==> src/core/urp_map.svh <==
// register offsets, field positions and reset values for the root port status block
`ifndef URP_MAP_SVH
`define URP_MAP_SVH
`define URP_OFF_PORT2 8'h58
`define URP_RESET_VAL 32'h00000000
`define URP_B_CONN 0
`define URP_B_EN 1
`define URP_B_SUSP 2
`define URP_B_OVL 3
`define URP_B_RST 4
`define URP_B_PWR 8
`define URP_B_SLOW 9
`define URP_B_ATCH 16
`define URP_B_ENLOST 17
`define URP_B_RSMDONE 18
`define URP_B_OVLCHG 19
`define URP_B_RSTDONE 20
`define URP_RST_NS 10000
`define URP_RSM_NS 20000
`define URP_CLK_NS 25
`define URP_RST_CYC ((`URP_RST_NS + `URP_CLK_NS - 1) / `URP_CLK_NS)
`define URP_RSM_CYC ((`URP_RSM_NS + `URP_CLK_NS - 1) / `URP_CLK_NS)
`define URP_CNT_W 10
`endif

==> src/core/urp_pkg.sv <==
// types shared by the root port status block
package urp_pkg;
    typedef enum logic [1:0] {URP_IDLE, URP_RESETTING, URP_RESUMING} urp_seq_e;
    typedef logic [31:0] urp_word_t;
endpackage

==> src/core/urp_port_status.sv <==
// root hub port two status and control register
//
// Notes on behaviour
// - bit 8 reads actual port power
// - power bit reads one without switching
// - writing one to bit 8 powers port
// - writing one to bit 9 removes power
// - bit 9 reads low speed device
// - reserved bits read zero
// - bit 4 shows reset; write starts it
// - bit 3 mirrors overload input pin when the per-port guard is present, else zero
// - writing one to bit 3 starts resume
// - bit 2 suspended; write one suspends
// - bit 1 enabled; write one enables
// - bit 0 connected; fixed device reads one
// - writing one to bit 0 disables
// - controller bus reset zeroes register except bit 16 for a fixed device and bit 8 without switching
// - bit 20 set when reset finishes
// - bit 19 overload change, write-one clear
// - bit 18 set when resume completes
// - bit 17 set on hardware disable
// - bit 16 attach change, write-one clear
// - fixed device: bit 16 resets to one
`timescale 1ns/1ps
`include "urp_map.svh"
module urp_port_status
    import urp_pkg::*;
(
    input wire logic clk_sys,
    input wire logic resetn,
    input wire logic controller_bus_reset_state,
    input wire logic reg_wr,
    input wire logic reg_rd,
    input wire logic [7:0] reg_addr,
    input wire logic [31:0] reg_wdata,
    output logic [31:0] reg_rdata,
    input wire logic device_attached,
    input wire logic device_is_slow,
    input wire logic overload_input_pin,
    input wire logic power_switch_absent,
    input wire logic overload_guard_absent,
    input wire logic overload_guard_per_port,
    input wire logic device_fixed_setting,
    output logic port_power_drive,
    output logic port_reset_drive,
    output logic port_resume_drive,
    output logic port_suspend_drive
);
    ////////////////////////////////////////////////////////////////////////
    // reset release
    logic rst_meta_r;
    logic rst_n_r;

    // two stage release of the asynchronous reset
    always_ff @(posedge clk_sys or negedge resetn)
    begin
        if (!resetn)
        begin
            rst_meta_r <= 1'b0;
            rst_n_r <= 1'b0;
        end
        else
        begin
            rst_meta_r <= 1'b1;
            rst_n_r <= rst_meta_r;
        end
    end

    ////////////////////////////////////////////////////////////////////////
    // state
    logic conn_r;
    logic en_r;
    logic susp_r;
    logic rst_r;
    logic pwr_r;
    logic slow_r;
    logic ovl_r;
    logic atch_r;
    logic enlost_r;
    logic rsmdone_r;
    logic ovlchg_r;
    logic rstdone_r;
    logic init_r;
    urp_seq_e seq_r;
    urp_seq_e seq_nxt;
    logic tmr_done;

    ////////////////////////////////////////////////////////////////////////
    // write decode
    wire logic hit = (reg_addr == `URP_OFF_PORT2);
    wire logic wr = reg_wr && hit;
    wire logic [31:0] w1 = wr ? reg_wdata : 32'h00000000;
    wire logic bus_rst = controller_bus_reset_state;
    wire logic conn_eff = device_attached || device_fixed_setting;
    wire logic conn_edge = conn_eff != conn_r;
    wire logic ovl_valid = !overload_guard_absent && overload_guard_per_port;
    wire logic ovl_now = ovl_valid && overload_input_pin;
    // hardware disables the port on disconnect or overload
    wire logic hw_disable = en_r && (!conn_eff || ovl_now);
    wire logic pwr_on = power_switch_absent || pwr_r;
    wire logic start_rst = w1[`URP_B_RST] && conn_eff && seq_r == URP_IDLE;
    wire logic start_rsm = w1[`URP_B_OVL] && susp_r && seq_r == URP_IDLE;
    wire logic rst_fin = seq_r == URP_RESETTING && tmr_done;
    wire logic rsm_fin = seq_r == URP_RESUMING && tmr_done;

    // a new sequence loads the shared timer
    wire logic tmr_load = start_rst || start_rsm;
    wire logic [`URP_CNT_W-1:0] tmr_val = start_rst ? `URP_CNT_W'(`URP_RST_CYC)
                                                    : `URP_CNT_W'(`URP_RSM_CYC);

    urp_timer u_timer (
        .clk_sys(clk_sys),
        .rst_n(rst_n_r),
        .load(tmr_load),
        .load_val(tmr_val),
        .done(tmr_done)
    );

    ////////////////////////////////////////////////////////////////////////
    // sequence control
    always_comb
    begin
        seq_nxt = seq_r;
        case (seq_r)
            URP_IDLE:
            begin
                if (start_rst)
                    seq_nxt = URP_RESETTING;
                else if (start_rsm)
                    seq_nxt = URP_RESUMING;
            end
            URP_RESETTING:
            begin
                if (tmr_done)
                    seq_nxt = URP_IDLE;
            end
            URP_RESUMING:
            begin
                if (tmr_done)
                    seq_nxt = URP_IDLE;
            end
            default:
                seq_nxt = URP_IDLE;
        endcase
    end

    always_ff @(posedge clk_sys or negedge rst_n_r)
    begin
        if (!rst_n_r)
            seq_r <= URP_IDLE;
        else if (bus_rst)
            seq_r <= URP_IDLE;
        else
            seq_r <= seq_nxt;
    end

    ////////////////////////////////////////////////////////////////////////
    // status bits; events set wins over write-one clear
    wire logic en_nxt = rst_fin ? 1'b1 :
                        (hw_disable || w1[`URP_B_CONN]) ? 1'b0 :
                        (w1[`URP_B_EN] && conn_eff) ? 1'b1 : en_r;
    wire logic susp_nxt = rsm_fin ? 1'b0 :
                          (w1[`URP_B_SUSP] && en_r) ? 1'b1 : susp_r;
    wire logic pwr_nxt = w1[`URP_B_PWR] ? 1'b1 :
                         w1[`URP_B_SLOW] ? 1'b0 : pwr_r;
    wire logic atch_nxt = conn_edge || (atch_r && !w1[`URP_B_ATCH]);
    wire logic enlost_nxt = hw_disable || (enlost_r && !w1[`URP_B_ENLOST]);
    wire logic rsmdone_nxt = rsm_fin || (rsmdone_r && !w1[`URP_B_RSMDONE]);
    wire logic ovlchg_nxt = (ovl_now != ovl_r) || (ovlchg_r && !w1[`URP_B_OVLCHG]);
    wire logic rstdone_nxt = rst_fin || (rstdone_r && !w1[`URP_B_RSTDONE]);

    // bus reset state returns the register to zero, attach change to the fixed setting
    always_ff @(posedge clk_sys or negedge rst_n_r)
    begin
        if (!rst_n_r)
        begin
            {conn_r, en_r, susp_r, pwr_r, slow_r, ovl_r} <= 6'h00;
            {atch_r, enlost_r, rsmdone_r, ovlchg_r, rstdone_r} <= 5'h00;
            init_r <= 1'b1;
        end
        else if (bus_rst || init_r)
        begin
            {conn_r, en_r, susp_r, pwr_r, slow_r, ovl_r} <= 6'h00;
            {enlost_r, rsmdone_r, ovlchg_r, rstdone_r} <= 4'h0;
            atch_r <= device_fixed_setting;
            init_r <= 1'b0;
        end
        else
        begin
            conn_r <= conn_eff;
            slow_r <= device_is_slow;
            ovl_r <= ovl_now;
            en_r <= en_nxt;
            susp_r <= susp_nxt;
            pwr_r <= pwr_nxt;
            atch_r <= atch_nxt;
            enlost_r <= enlost_nxt;
            rsmdone_r <= rsmdone_nxt;
            ovlchg_r <= ovlchg_nxt;
            rstdone_r <= rstdone_nxt;
        end
    end

    ////////////////////////////////////////////////////////////////////////
    // read data; reserved fields are hard zero
    wire logic rst_act = seq_r == URP_RESETTING;
    urp_word_t rd_word;
    always_comb
    begin
        rd_word = `URP_RESET_VAL;
        rd_word[`URP_B_CONN] = conn_r;
        rd_word[`URP_B_EN] = en_r;
        rd_word[`URP_B_SUSP] = susp_r;
        rd_word[`URP_B_OVL] = ovl_r;
        rd_word[`URP_B_RST] = rst_act;
        rd_word[`URP_B_PWR] = pwr_on;
        rd_word[`URP_B_SLOW] = slow_r && conn_r;
        rd_word[`URP_B_ATCH] = atch_r;
        rd_word[`URP_B_ENLOST] = enlost_r;
        rd_word[`URP_B_RSMDONE] = rsmdone_r;
        rd_word[`URP_B_OVLCHG] = ovlchg_r;
        rd_word[`URP_B_RSTDONE] = rstdone_r;
    end
    wire logic rd_hit = reg_rd && hit;

    // registered outputs; unmapped reads return zero
    always_ff @(posedge clk_sys or negedge rst_n_r)
    begin
        if (!rst_n_r)
        begin
            reg_rdata <= `URP_RESET_VAL;
            port_power_drive <= 1'b0;
            port_reset_drive <= 1'b0;
            port_resume_drive <= 1'b0;
            port_suspend_drive <= 1'b0;
        end
        else
        begin
            reg_rdata <= rd_hit ? rd_word : `URP_RESET_VAL;
            port_power_drive <= pwr_on;
            port_reset_drive <= rst_act;
            port_resume_drive <= seq_r == URP_RESUMING;
            port_suspend_drive <= susp_r;
        end
    end
endmodule

==> src/core/urp_timer.sv <==
// down counter timing port reset and resume signalling
`timescale 1ns/1ps
`include "urp_map.svh"
module urp_timer
    import urp_pkg::*;
(
    input wire logic clk_sys,
    input wire logic rst_n,
    input wire logic load,
    input wire logic [`URP_CNT_W-1:0] load_val,
    output logic done
);
    logic [`URP_CNT_W-1:0] cnt_r;
    logic run_r;
    wire logic last = run_r && (cnt_r == `URP_CNT_W'h1);

    // count down once loaded; done pulses on the final count
    always_ff @(posedge clk_sys or negedge rst_n)
    begin
        if (!rst_n)
        begin
            cnt_r <= '0;
            run_r <= 1'b0;
            done <= 1'b0;
        end
        else
        begin
            done <= last;
            if (load)
            begin
                cnt_r <= load_val;
                run_r <= 1'b1;
            end
            else if (run_r)
            begin
                cnt_r <= cnt_r - `URP_CNT_W'h1;
                run_r <= !last;
            end
        end
    end
endmodule

==> config.mk <==
export PLATFORM = sky130hd
export DESIGN_NAME = urp_port_status
export DESIGN_NICKNAME = d
export VERILOG_FILES = /design/src/core/urp_pkg.sv /design/src/core/urp_port_status.sv /design/src/core/urp_timer.sv
export VERILOG_INCLUDE_DIRS = /design/src /design/src/core
export SDC_FILE = /design/constraint.sdc
export NUM_CORES = 1
export LEC_CHECK = 0
export ABC_AREA = 1
export ABC_CLOCK_PERIOD_IN_PS = 1200
export BUFFER_PORTS_ARGS = -buffer_cell sky130_fd_sc_hd__buf_2
export CAP_MARGIN = 30
export CORE_MARGIN = 2
export CORE_UTILIZATION = 44
export DETAILED_ROUTE_END_ITERATION = 6
export GPL_ROUTABILITY_DRIVEN = 0
export PLACE_DENSITY = 0.8
export SYNTH_ARGS = -nofsm -noshare
export SYNTH_HDL_FRONTEND = slang
export SYNTH_HIERARCHICAL = 1
export SYNTH_SLANG_ARGS = --single-unit
export TNS_END_PERCENT = 10
==> constraint.sdc <==
create_clock -name clk_sys -period 1.2 [get_ports clk_sys]
set_input_delay 0.12 -clock clk_sys [delete_from_list [all_inputs] [get_ports clk_sys]]
set_output_delay 0.12 -clock clk_sys [all_outputs]
set_load 0.01 [all_outputs]
### After elaboration in Yosys (flattened, before gate mapping)

Index checks and enable logic that the tools add are counted.

* add/sub/neg operators: 1
* $mul: 0
* div/mod/pow operators: 0
* magnitude comparators: 0
* eq/ne operators: 8
* shift-type cells: 0
* muxes and demuxes: 30
* bitwise operators: 0
* reduce and logical (&&, ||, !) cells: 46

Operators with widths (count)
* 21-bit 2-to-1 mux: 2
* 10-bit 2-to-1 mux: 3
* 1-bit logical AND: 20
* 1-bit 2-to-1 mux: 20
* 1-bit logical OR: 11
* 10-bit by 1-bit equality test with 1-bit output, second input constant: 1
* 10-bit by 1-bit subtractor with 10-bit output, second input constant: 1
* 8-bit by 7-bit equality test with 1-bit output, second input constant: 1
* 1-bit zero test: 8
* 2-bit 2-to-1 mux: 4
* 3-bit nonzero test: 2
* 4-bit inequality test, second input constant: 1
* 2-bit one-hot mux with 2 select lines: 1
* 4-bit nonzero test: 1
* 3-bit by 1-bit inequality test with 1-bit output, second input constant: 1
* 2-bit by 1-bit equality test with 1-bit output, second input constant: 1
* 2-bit equality test, second input constant: 1
* 2-bit zero test: 1
* 1-bit inequality test: 2
* 2-bit AND reduction: 1
* 2-bit nonzero test: 1
* 2-bit OR reduction: 1

* bits in registers: 53
* latch bits: 0
* memory bits (writable): 0
* memory bits (read-only): 0
* bits of input ports: 52
* output and inout port bits: 36
* logic and storage cells: 108
* memories kept: 0

### Longest topological paths before layout

Gate-level depths: netlist of the first run.

* depth in word-level cells: 9
* gate-level depth with buffers: 11
* depth with buffers taken out: 11

### Cells and area by module

Netlist of the first run, hierarchy kept.

Modules (own cells, without submodules)
* urp_port_status: instances 1, cells an instance 173, area an instance 1519.0 um^2, seq. area each 802.0 um^2
* urp_timer: instances 1, cells an instance 94, area an instance 745.7 um^2, seq. area each 300.3 um^2

### Worst setup path before layout of the first run

OpenSTA, ideal clock, no wires.

* kind: register -> register
* from: reg seq_r[0]
* to: reg u_timer.cnt_r[0]
* setup time: 0.130 ns
* arrival time: 1.269 ns
* required time: 1.070 ns
* slack: -0.200 ns
* stages on the path, launching flop included: 10
* path buffers: 0
* period minus slack after synthesis: 1.400 ns
* cells stage by stage: dfrtp_1 inv_1 ha_1 inv_1 a21oi_1 inv_2 nand2_1 bufinv_8 nand2_1 o211ai_1

* word-level cells in the longest chain between the ends: 4
* elaborated cells on any way between the ends: 6
* classes of those cells: mux: 1; reduce/logical: 5

RTL lines
* from (decl): line urp_port_status.sv:84 `urp_seq_e seq_r;`
* from (signal assigned): line urp_port_status.sv:154 `seq_r <= seq_nxt;`
* 2-bit zero test (*): line urp_port_status.sv:101, urp_port_status.sv:102
* 1-bit logical AND (on tied branches): line urp_port_status.sv:101, urp_port_status.sv:102
* 1-bit logical OR (*): line urp_port_status.sv:107 `wire logic tmr_load = start_rst || start_rsm;`
* named net tmr_load: line urp_port_status.sv:107
* 10-bit 2-to-1 mux or 2-bit nonzero test (tied branches)
* to (signal assigned): line urp_timer.sv:31 `cnt_r <= load_val;`
* to (signal assigned): line urp_timer.sv:36 `` cnt_r <= cnt_r - `URP_CNT_W'h1; ``
* to (decl): line urp_timer.sv:13 `` logic [`URP_CNT_W-1:0] cnt_r; ``

The timed path passes the listed nets; every way through them passes the cells marked *.
A chain may end at the register's enable or synchronous reset.

### Worst setup path in the final report of the first run

* from: reg susp_r
* to: reg u_timer.cnt_r[8]

* word-level cells in the longest chain between the ends: 4
* elaborated cells on any way between the ends: 5
* classes of those cells: mux: 1; reduce/logical: 4

RTL lines
* from (decl): line urp_port_status.sv:73 `logic susp_r;`
* from (signal assigned): line urp_port_status.sv:194 `susp_r <= susp_nxt;`
* 1-bit logical AND (*) (2 in a row): line urp_port_status.sv:102 `` wire logic start_rsm = w1[`URP_B_OVL] && susp_r && seq_r == URP_IDLE; ``
* 1-bit logical OR (*): line urp_port_status.sv:107
* named net tmr_load: line urp_port_status.sv:107
* 10-bit 2-to-1 mux or 2-bit nonzero test (tied branches)

Marks and branches as above.

==> flow_summary.ini, run 1 <==
[setup_path]
critPathMaxStageDelay_ps = 390
cpMostUsedCell = inv_2
cp.required_ps = 1380
critPathMaxFanout = 7
path_buf_inv = 3
crit_slowest_cell = dfrtp_1
critPathTopFamily = flip-flops
critPathLaunchType = register
path_cells = nand2_1 -> inv_2 -> nand3_2 -> a21oi_4 -> inv_2 -> nand2_4 -> inv_6 -> a22oi_2 -> o21ai_1
crit_path_end_kind = register
worst_ep_arrival_time_ps = 1560
critical_path_class = reg -> reg
cp_num_cells = 9
ff2ff_path_depth = 9

[pwr]
p_per_area_nw_per_um2 = 1212
intPower_mw = 2.530
peakVddDrop_uv = 878.6
leakage_nw = 1.552
comb_power_share_pct = 19.4
sw_frac_of_total_pct = 30.01
power.total_mw = 3.615
p_seq_share_pct = 48.6
switchingPower_mw = 1.085
pwr-share-clk_pct = 32.1

[drt]
num_vias = 1941
drt_iter0_drc = 118
viasPerCell = 4.567
drt_wl_total_mm = 4.944
drt_pass1_iterations = 4
antenna_left = 0
drcViolationCount = 0
wire_per_inst_um = 11.63

[layout]
drive_gt1_share_pct = 36.62
nets = 411
largest_reg_flops = 12
regMostFlops = reg_rdata
area_growth_pct = 31.66
reg_top3 = reg_rdata x12, u_timer/cnt_r x10, seq_r x2
n_antenna_cell = 0

[floorplan]
die-height_um = 75.74
die_area_um2 = 5737
ios = 88
die_x_um = 75.74
rows = 26
core_um2 = 5042
start_util_pct = 44.91

[clock_tree]
cts_tree = done
cts_made_buffers = 5
clk-insertion-delay-late_ps = 300
clkTransAtPathRegs_ps = 80
cts_buffer_depth = 2
cts-root-buf = clkbuf_8
cts.sinks = 44
htree_levels = 2

[yosys]
yosys_warnings = 6
syn-cell-area_um2 = 2265
yosys.area_share.adder_pct = 2.762
async_reset_ff_share_pct = 100.0
synth_top_family_by_area = simple AND/OR/NAND/NOR gates
avgSynthCellArea_um2 = 8.482
syn_inst = 267
yosys.area_share.simple_pct = 22.98
synth_mux_area_share_pct = 0
synth-xor-area-share_pct = 1.547
yosys.cell_types.count = 31
seq_area_frac_synth_pct = 48.67
synth-main-ff-cell = dfrtp_1
synth_edf_count = 0
synth_compound_area_share_pct = 7.845
ys_ff_latch = 44

[sta]
period_share_pct = 114.6
period_needed_ps = 1375
timing.fmax_ghz = 0.7274
slew_viol_final = 0
hold_violations = 0
timing.final.ws_setup_ps = -174.8
setup_viol = 15
rsz0062_at_grt = yes
skew_ps = 4.874
whs_ps = 26.33

[global_routing]
grt_first_pass_wirelength_mm = 8.114
antenna_found_initial = 0
gr-total-overflow = 0
grt_usage_pct = 18.92
grt_pass1_vias = 1822
grt_max_degree = 26

[worst_hold_path]
holdPathStages = 3
hold_class = in -> reg

[placed_design]
dp_hpwl_mm = 3.619
portBuffers = 47

[run_status]
violations = setup timing
status = finished, violations left

[run]
max-cap-violations = 0
synthesized netlist by cell type, types with 3 or more instances:
cell type	count	area [um^2]
a22oi_1	7	52.55
nand2_1	49	183.9
nand3_2	3	30.03
xor2_1	3	26.28
ha_1	5	62.56
nand2_2	5	31.28
nor2_4	3	33.78
o21ai_1	5	25.02
a21oi_1	13	65.06
nor2_1	31	116.4
nand3_1	10	50.05
nor2_2	3	18.77
dfrtp_1	43	1076
inv_1	39	146.4
inv_2	7	26.28
nand4_1	4	25.02
buf_4	20	150.1
per-stage QoR:
| step | std cells | util, % | setup TNS, ps | setup slack [ps] | area (um^2) |
|---|---|---|---|---|---|
| after floorplan | 293 | - | -898.1 | -100.4 | 2370 |
| after global placement | 412 | 53.92 | -1665 | -166.3 | 2719 |
| after detailed placement | 412 | 53.92 | -2212 | -215.6 | 2719 |
| after CTS | 423 | 57.64 | -1611 | -158.6 | 2907 |
| after global routing | 425 | 59.13 | -2901 | -259.0 | 2982 |
| final | 425 | 59.13 | -1791 | -174.8 | 2982 |
layout by cell type, fill, tap and decap left out, drive strengths merged, types with 4 or more instances in the layout:
master   n
a22oi    7
nand2   54
buf     75
nand3   13
a21oi   13
conb    28
nor2    37
dfrtp   43
nand4    4
clkbuf   5
inv     48
ha       5
o21ai    7
logic make-up after synthesis:
logic type      after synthesis
simple gates                112
flops                        44
other cells                   2
xor+xnor                      4
buf+inv                      70
fa+ha+maj                     5
compound gates               30
area by class of cell:
type | count | area, um^2
fillers | 424 | 2061
flip-flops and latches | 44 | 1104
multi-input cells | 179 | 1008
repair buffers | 76 | 471.7
inverters | 48 | 195.2
well taps | 70 | 87.58
clock buffers | 5 | 68.82
clock inverters | 3 | 46.29
final timing paths:
| path | startpoint | to | slack [ps] |
|---|---|---|---|
| setup / recovery | susp_r$_DFFE_PN0P_ | u_timer/cnt_r[8]$_DFFE_PN0P_ | -170 |
| hold / removal | power_switch_absent | port_power_drive$_DFF_PN0_ | 30 |
| setup reg to reg | susp_r$_DFFE_PN0P_ | u_timer/cnt_r[8]$_DFFE_PN0P_ | -170 |
| hold reg to reg | rst_n_r$_DFF_PN0_ | u_timer/run_r$_DFF_PN0_ | 130 |
| max in group asynchronous | rst_n_r$_DFF_PN0_ | init_r$_DFFE_PN1N_ | 590 |
| min in group asynchronous | rst_n_r$_DFF_PN0_ | u_timer/run_r$_DFF_PN0_ | 130 |
power groups by stage:
| stage | combinational [mW] | sequential (mW) | clock [mW] |
|---|---|---|---|
| after floorplan | 0.443 | 1.77 | 0 |
| after global placement | 0.648 | 1.77 | 0 |
| after detailed placement | 0.670 | 1.77 | 0 |
| after CTS | 0.675 | 1.75 | 1.17 |
| after global routing | 0.791 | 1.77 | 1.24 |
| final | 0.700 | 1.76 | 1.16 |
metal layers:
metal | track usage, % | share of wire, % | up-vias
li1 | - | - | 952
met2 | 34.39 | 55 | 68
met1 | 21.61 | 39 | 915
met5 | 0 | 0 | -
met3 | 3.968 | 4.4 | 6
met4 | 7.212 | 1.1 | 0
tightest hold or removal path, delay by kind of cell:
family	cells	cell delay, ps
buffers and inverters	2	110
AND/OR/NAND/NOR	1	60
repair_timing:
| item | 4_1_cts | 5_1_grt |
|---|---|---|
| resized for setup | 12 | 16 |
| hold endpoints to repair | 2 | 0 |
| setup buffers | 2 | 2 |
| setup endpoints to repair | 12 | 17 |
| pin swaps | 4 | 6 |
| hold buffers | 1 | 0 |
Power figures use the tool's default switching activity.
==> inputs of run 2 (changes only) <==
- BUFFER_PORTS_ARGS: -buffer_cell sky130_fd_sc_hd__buf_2 -> -buffer_cell sky130_fd_sc_hd__clkbuf_2
- HOLD_SLACK_MARGIN: unset -> 0.1
- PLACE_DENSITY: 0.8 -> unset
- PLACE_DENSITY_LB_ADDON: unset -> 0.08
==> flow_summary.ini, run 2 (synthesis gave the netlist of run 1 again) <==
[layout]
nets = 421
drive_gt1_share_pct = 35.62
n_antenna_cell = 0
mostFrequentLayoutCell = clkbuf_2
reg_top3 = reg_rdata x12, u_timer/cnt_r x10, seq_r x2
instances_no_fill = 435
final_cell_mix = clkbuf_2, nand2_1, dfrtp_1
design_area_um2 = 3052
area_growth_pct = 34.75
regMostFlops = reg_rdata
largest_reg_flops = 12

[placed_design]
dpl_cell_area_um2 = 2754
portBuffers = 47
dp_cells = 415
dp_worst_setup_slack_ps = -204.8
dp_hpwl_mm = 3.641

[drt]
drcViolationCount = 0
dr_wl_met3_um = 279
wire_per_inst_um = 10.89
num_vias = 1890
drt_pass1_iterations = 4
top_layer = met4
met2_length_mm = 2.323
viasPerCell = 4.345
wl_met1_mm = 2.072
drt_wl_total_mm = 4.735
antenna_left = 0
drt_iter0_drc = 99

[run_status]
status = finished, violations left
violations = setup timing

[floorplan]
die_x_um = 75.74
ios = 88
core_um2 = 5042
start_util_pct = 44.91
die-height_um = 75.74
die_area_um2 = 5737
rows = 26

[setup_path]
critPathLaunchType = register
ff2ff_setup_slack_ps = -140
critPathMaxStageDelay_ps = 390
cpMostUsedCell = inv_2
path_buf_inv = 4
cp.required_ps = 1380
critPathMaxFanout = 7
crit_path_end_kind = register
worst_ep_arrival_time_ps = 1520
critical_path_class = reg -> reg
path_cells = inv_2 -> ha_4 -> inv_2 -> a21oi_2 -> inv_2 -> nand2_4 -> inv_6 -> a22oi_2 -> o21ai_2
critPathTopFamily = flip-flops
crit_slowest_cell = dfrtp_1

[global_routing]
grt_first_pass_wirelength_mm = 7.672
gr-total-overflow = 0
grt_max_degree = 25
grt_usage_pct = 17.73
grt_pass1_vias = 1783
antenna_found_initial = 0

[pwr]
peakVddDrop_uv = 593.6
p_per_area_nw_per_um2 = 1181
power.total_mw = 3.604
leakage_nw = 1.571

[clock_tree]
cts-root-buf = clkbuf_8
clk-insertion-delay-late_ps = 300
clkTransAtPathRegs_ps = 90
cts_buffer_depth = 2
htree_levels = 2
cts.sinks = 44
cts_tree = done
cts_made_buffers = 5

[sta]
slew_viol_final = 0
rsz0062_at_grt = yes
skew_ps = 11.09
hold_violations = 0
setup_viol = 12
whs_ps = 105.3
period_needed_ps = 1344
period_share_pct = 112.0
timing.final.ws_setup_ps = -143.9
timing.fmax_ghz = 0.7441

[worst_hold_path]
hold_class = in -> reg

[run]
max-cap-violations = 0
[run 2: report_power, final]
group	total, mW	switching, mW	internal, mW
Combinational	0.709	0.401	0.308
Sequential	1.76	0.147	1.61
Clock	1.13	0.519	0.616
[run 2: worst reg2reg max path, stage by stage (launching register included)]
cell,delay (ps)
dfrtp_1,390
inv_2,80
ha_4,130
inv_2,40
a21oi_2,130
inv_2,90
nand2_4,80
inv_6,50
a22oi_2,150
o21ai_2,70
[run 2: metal layers]
| layer | GRT usage (%) | vias to the layer above |
|---|---|---|
| met5 | 0 | - |
| met4 | 4.483 | 0 |
| met3 | 4.233 | 8 |
| met2 | 29.41 | 57 |
| met1 | 23.31 | 854 |
| li1 | - | 971 |
[run 2: area by class of cell]
cell class,instances,area (um^2)
fill,434,1991
inverter,48,192.7
timing repair buffer,86,578.1
clock buffer,5,68.82
clock inverter,3,42.54
tap,70,87.58
sequential,44,1104
multi-input combinational,179,978.4
[run 2: path summary, 6_finish.rpt]
kind	cells past startpoint	end	from
hold / removal	3	reg_rdata[8]$_DFF_PN0_	reg_rd
max in group asynchronous	1	ovl_r$_DFF_PN0_	rst_n_r$_DFF_PN0_
setup / recovery	9	u_timer/cnt_r[8]$_DFFE_PN0P_	seq_r[1]$_DFFE_PN0P_
hold reg to reg	0	u_timer/cnt_r[1]$_DFFE_PN0P_	rst_n_r$_DFF_PN0_
min in group asynchronous	0	u_timer/cnt_r[1]$_DFFE_PN0P_	rst_n_r$_DFF_PN0_
setup reg to reg	9	u_timer/cnt_r[8]$_DFFE_PN0P_	seq_r[1]$_DFFE_PN0P_
[run 2: stage by stage]
step	utilization (%)	setup TNS, ps
CTS	59.21	-1313
detailed placement	54.62	-2026
finish	60.52	-1197
global route	60.52	-2445
global placement	54.62	-1689
floorplan	-	-898.1
[run 2: timing repair]
| action | in CTS | in global routing |
|---|---|---|
| setup buffers | 1 | 1 |
| pin swaps | 1 | 9 |
| endpoints found under the hold margin | 11 | 0 |
| endpoints found under the setup margin | 12 | 15 |
| hold buffers | 10 | 0 |
| gates resized for setup | 4 | 16 |
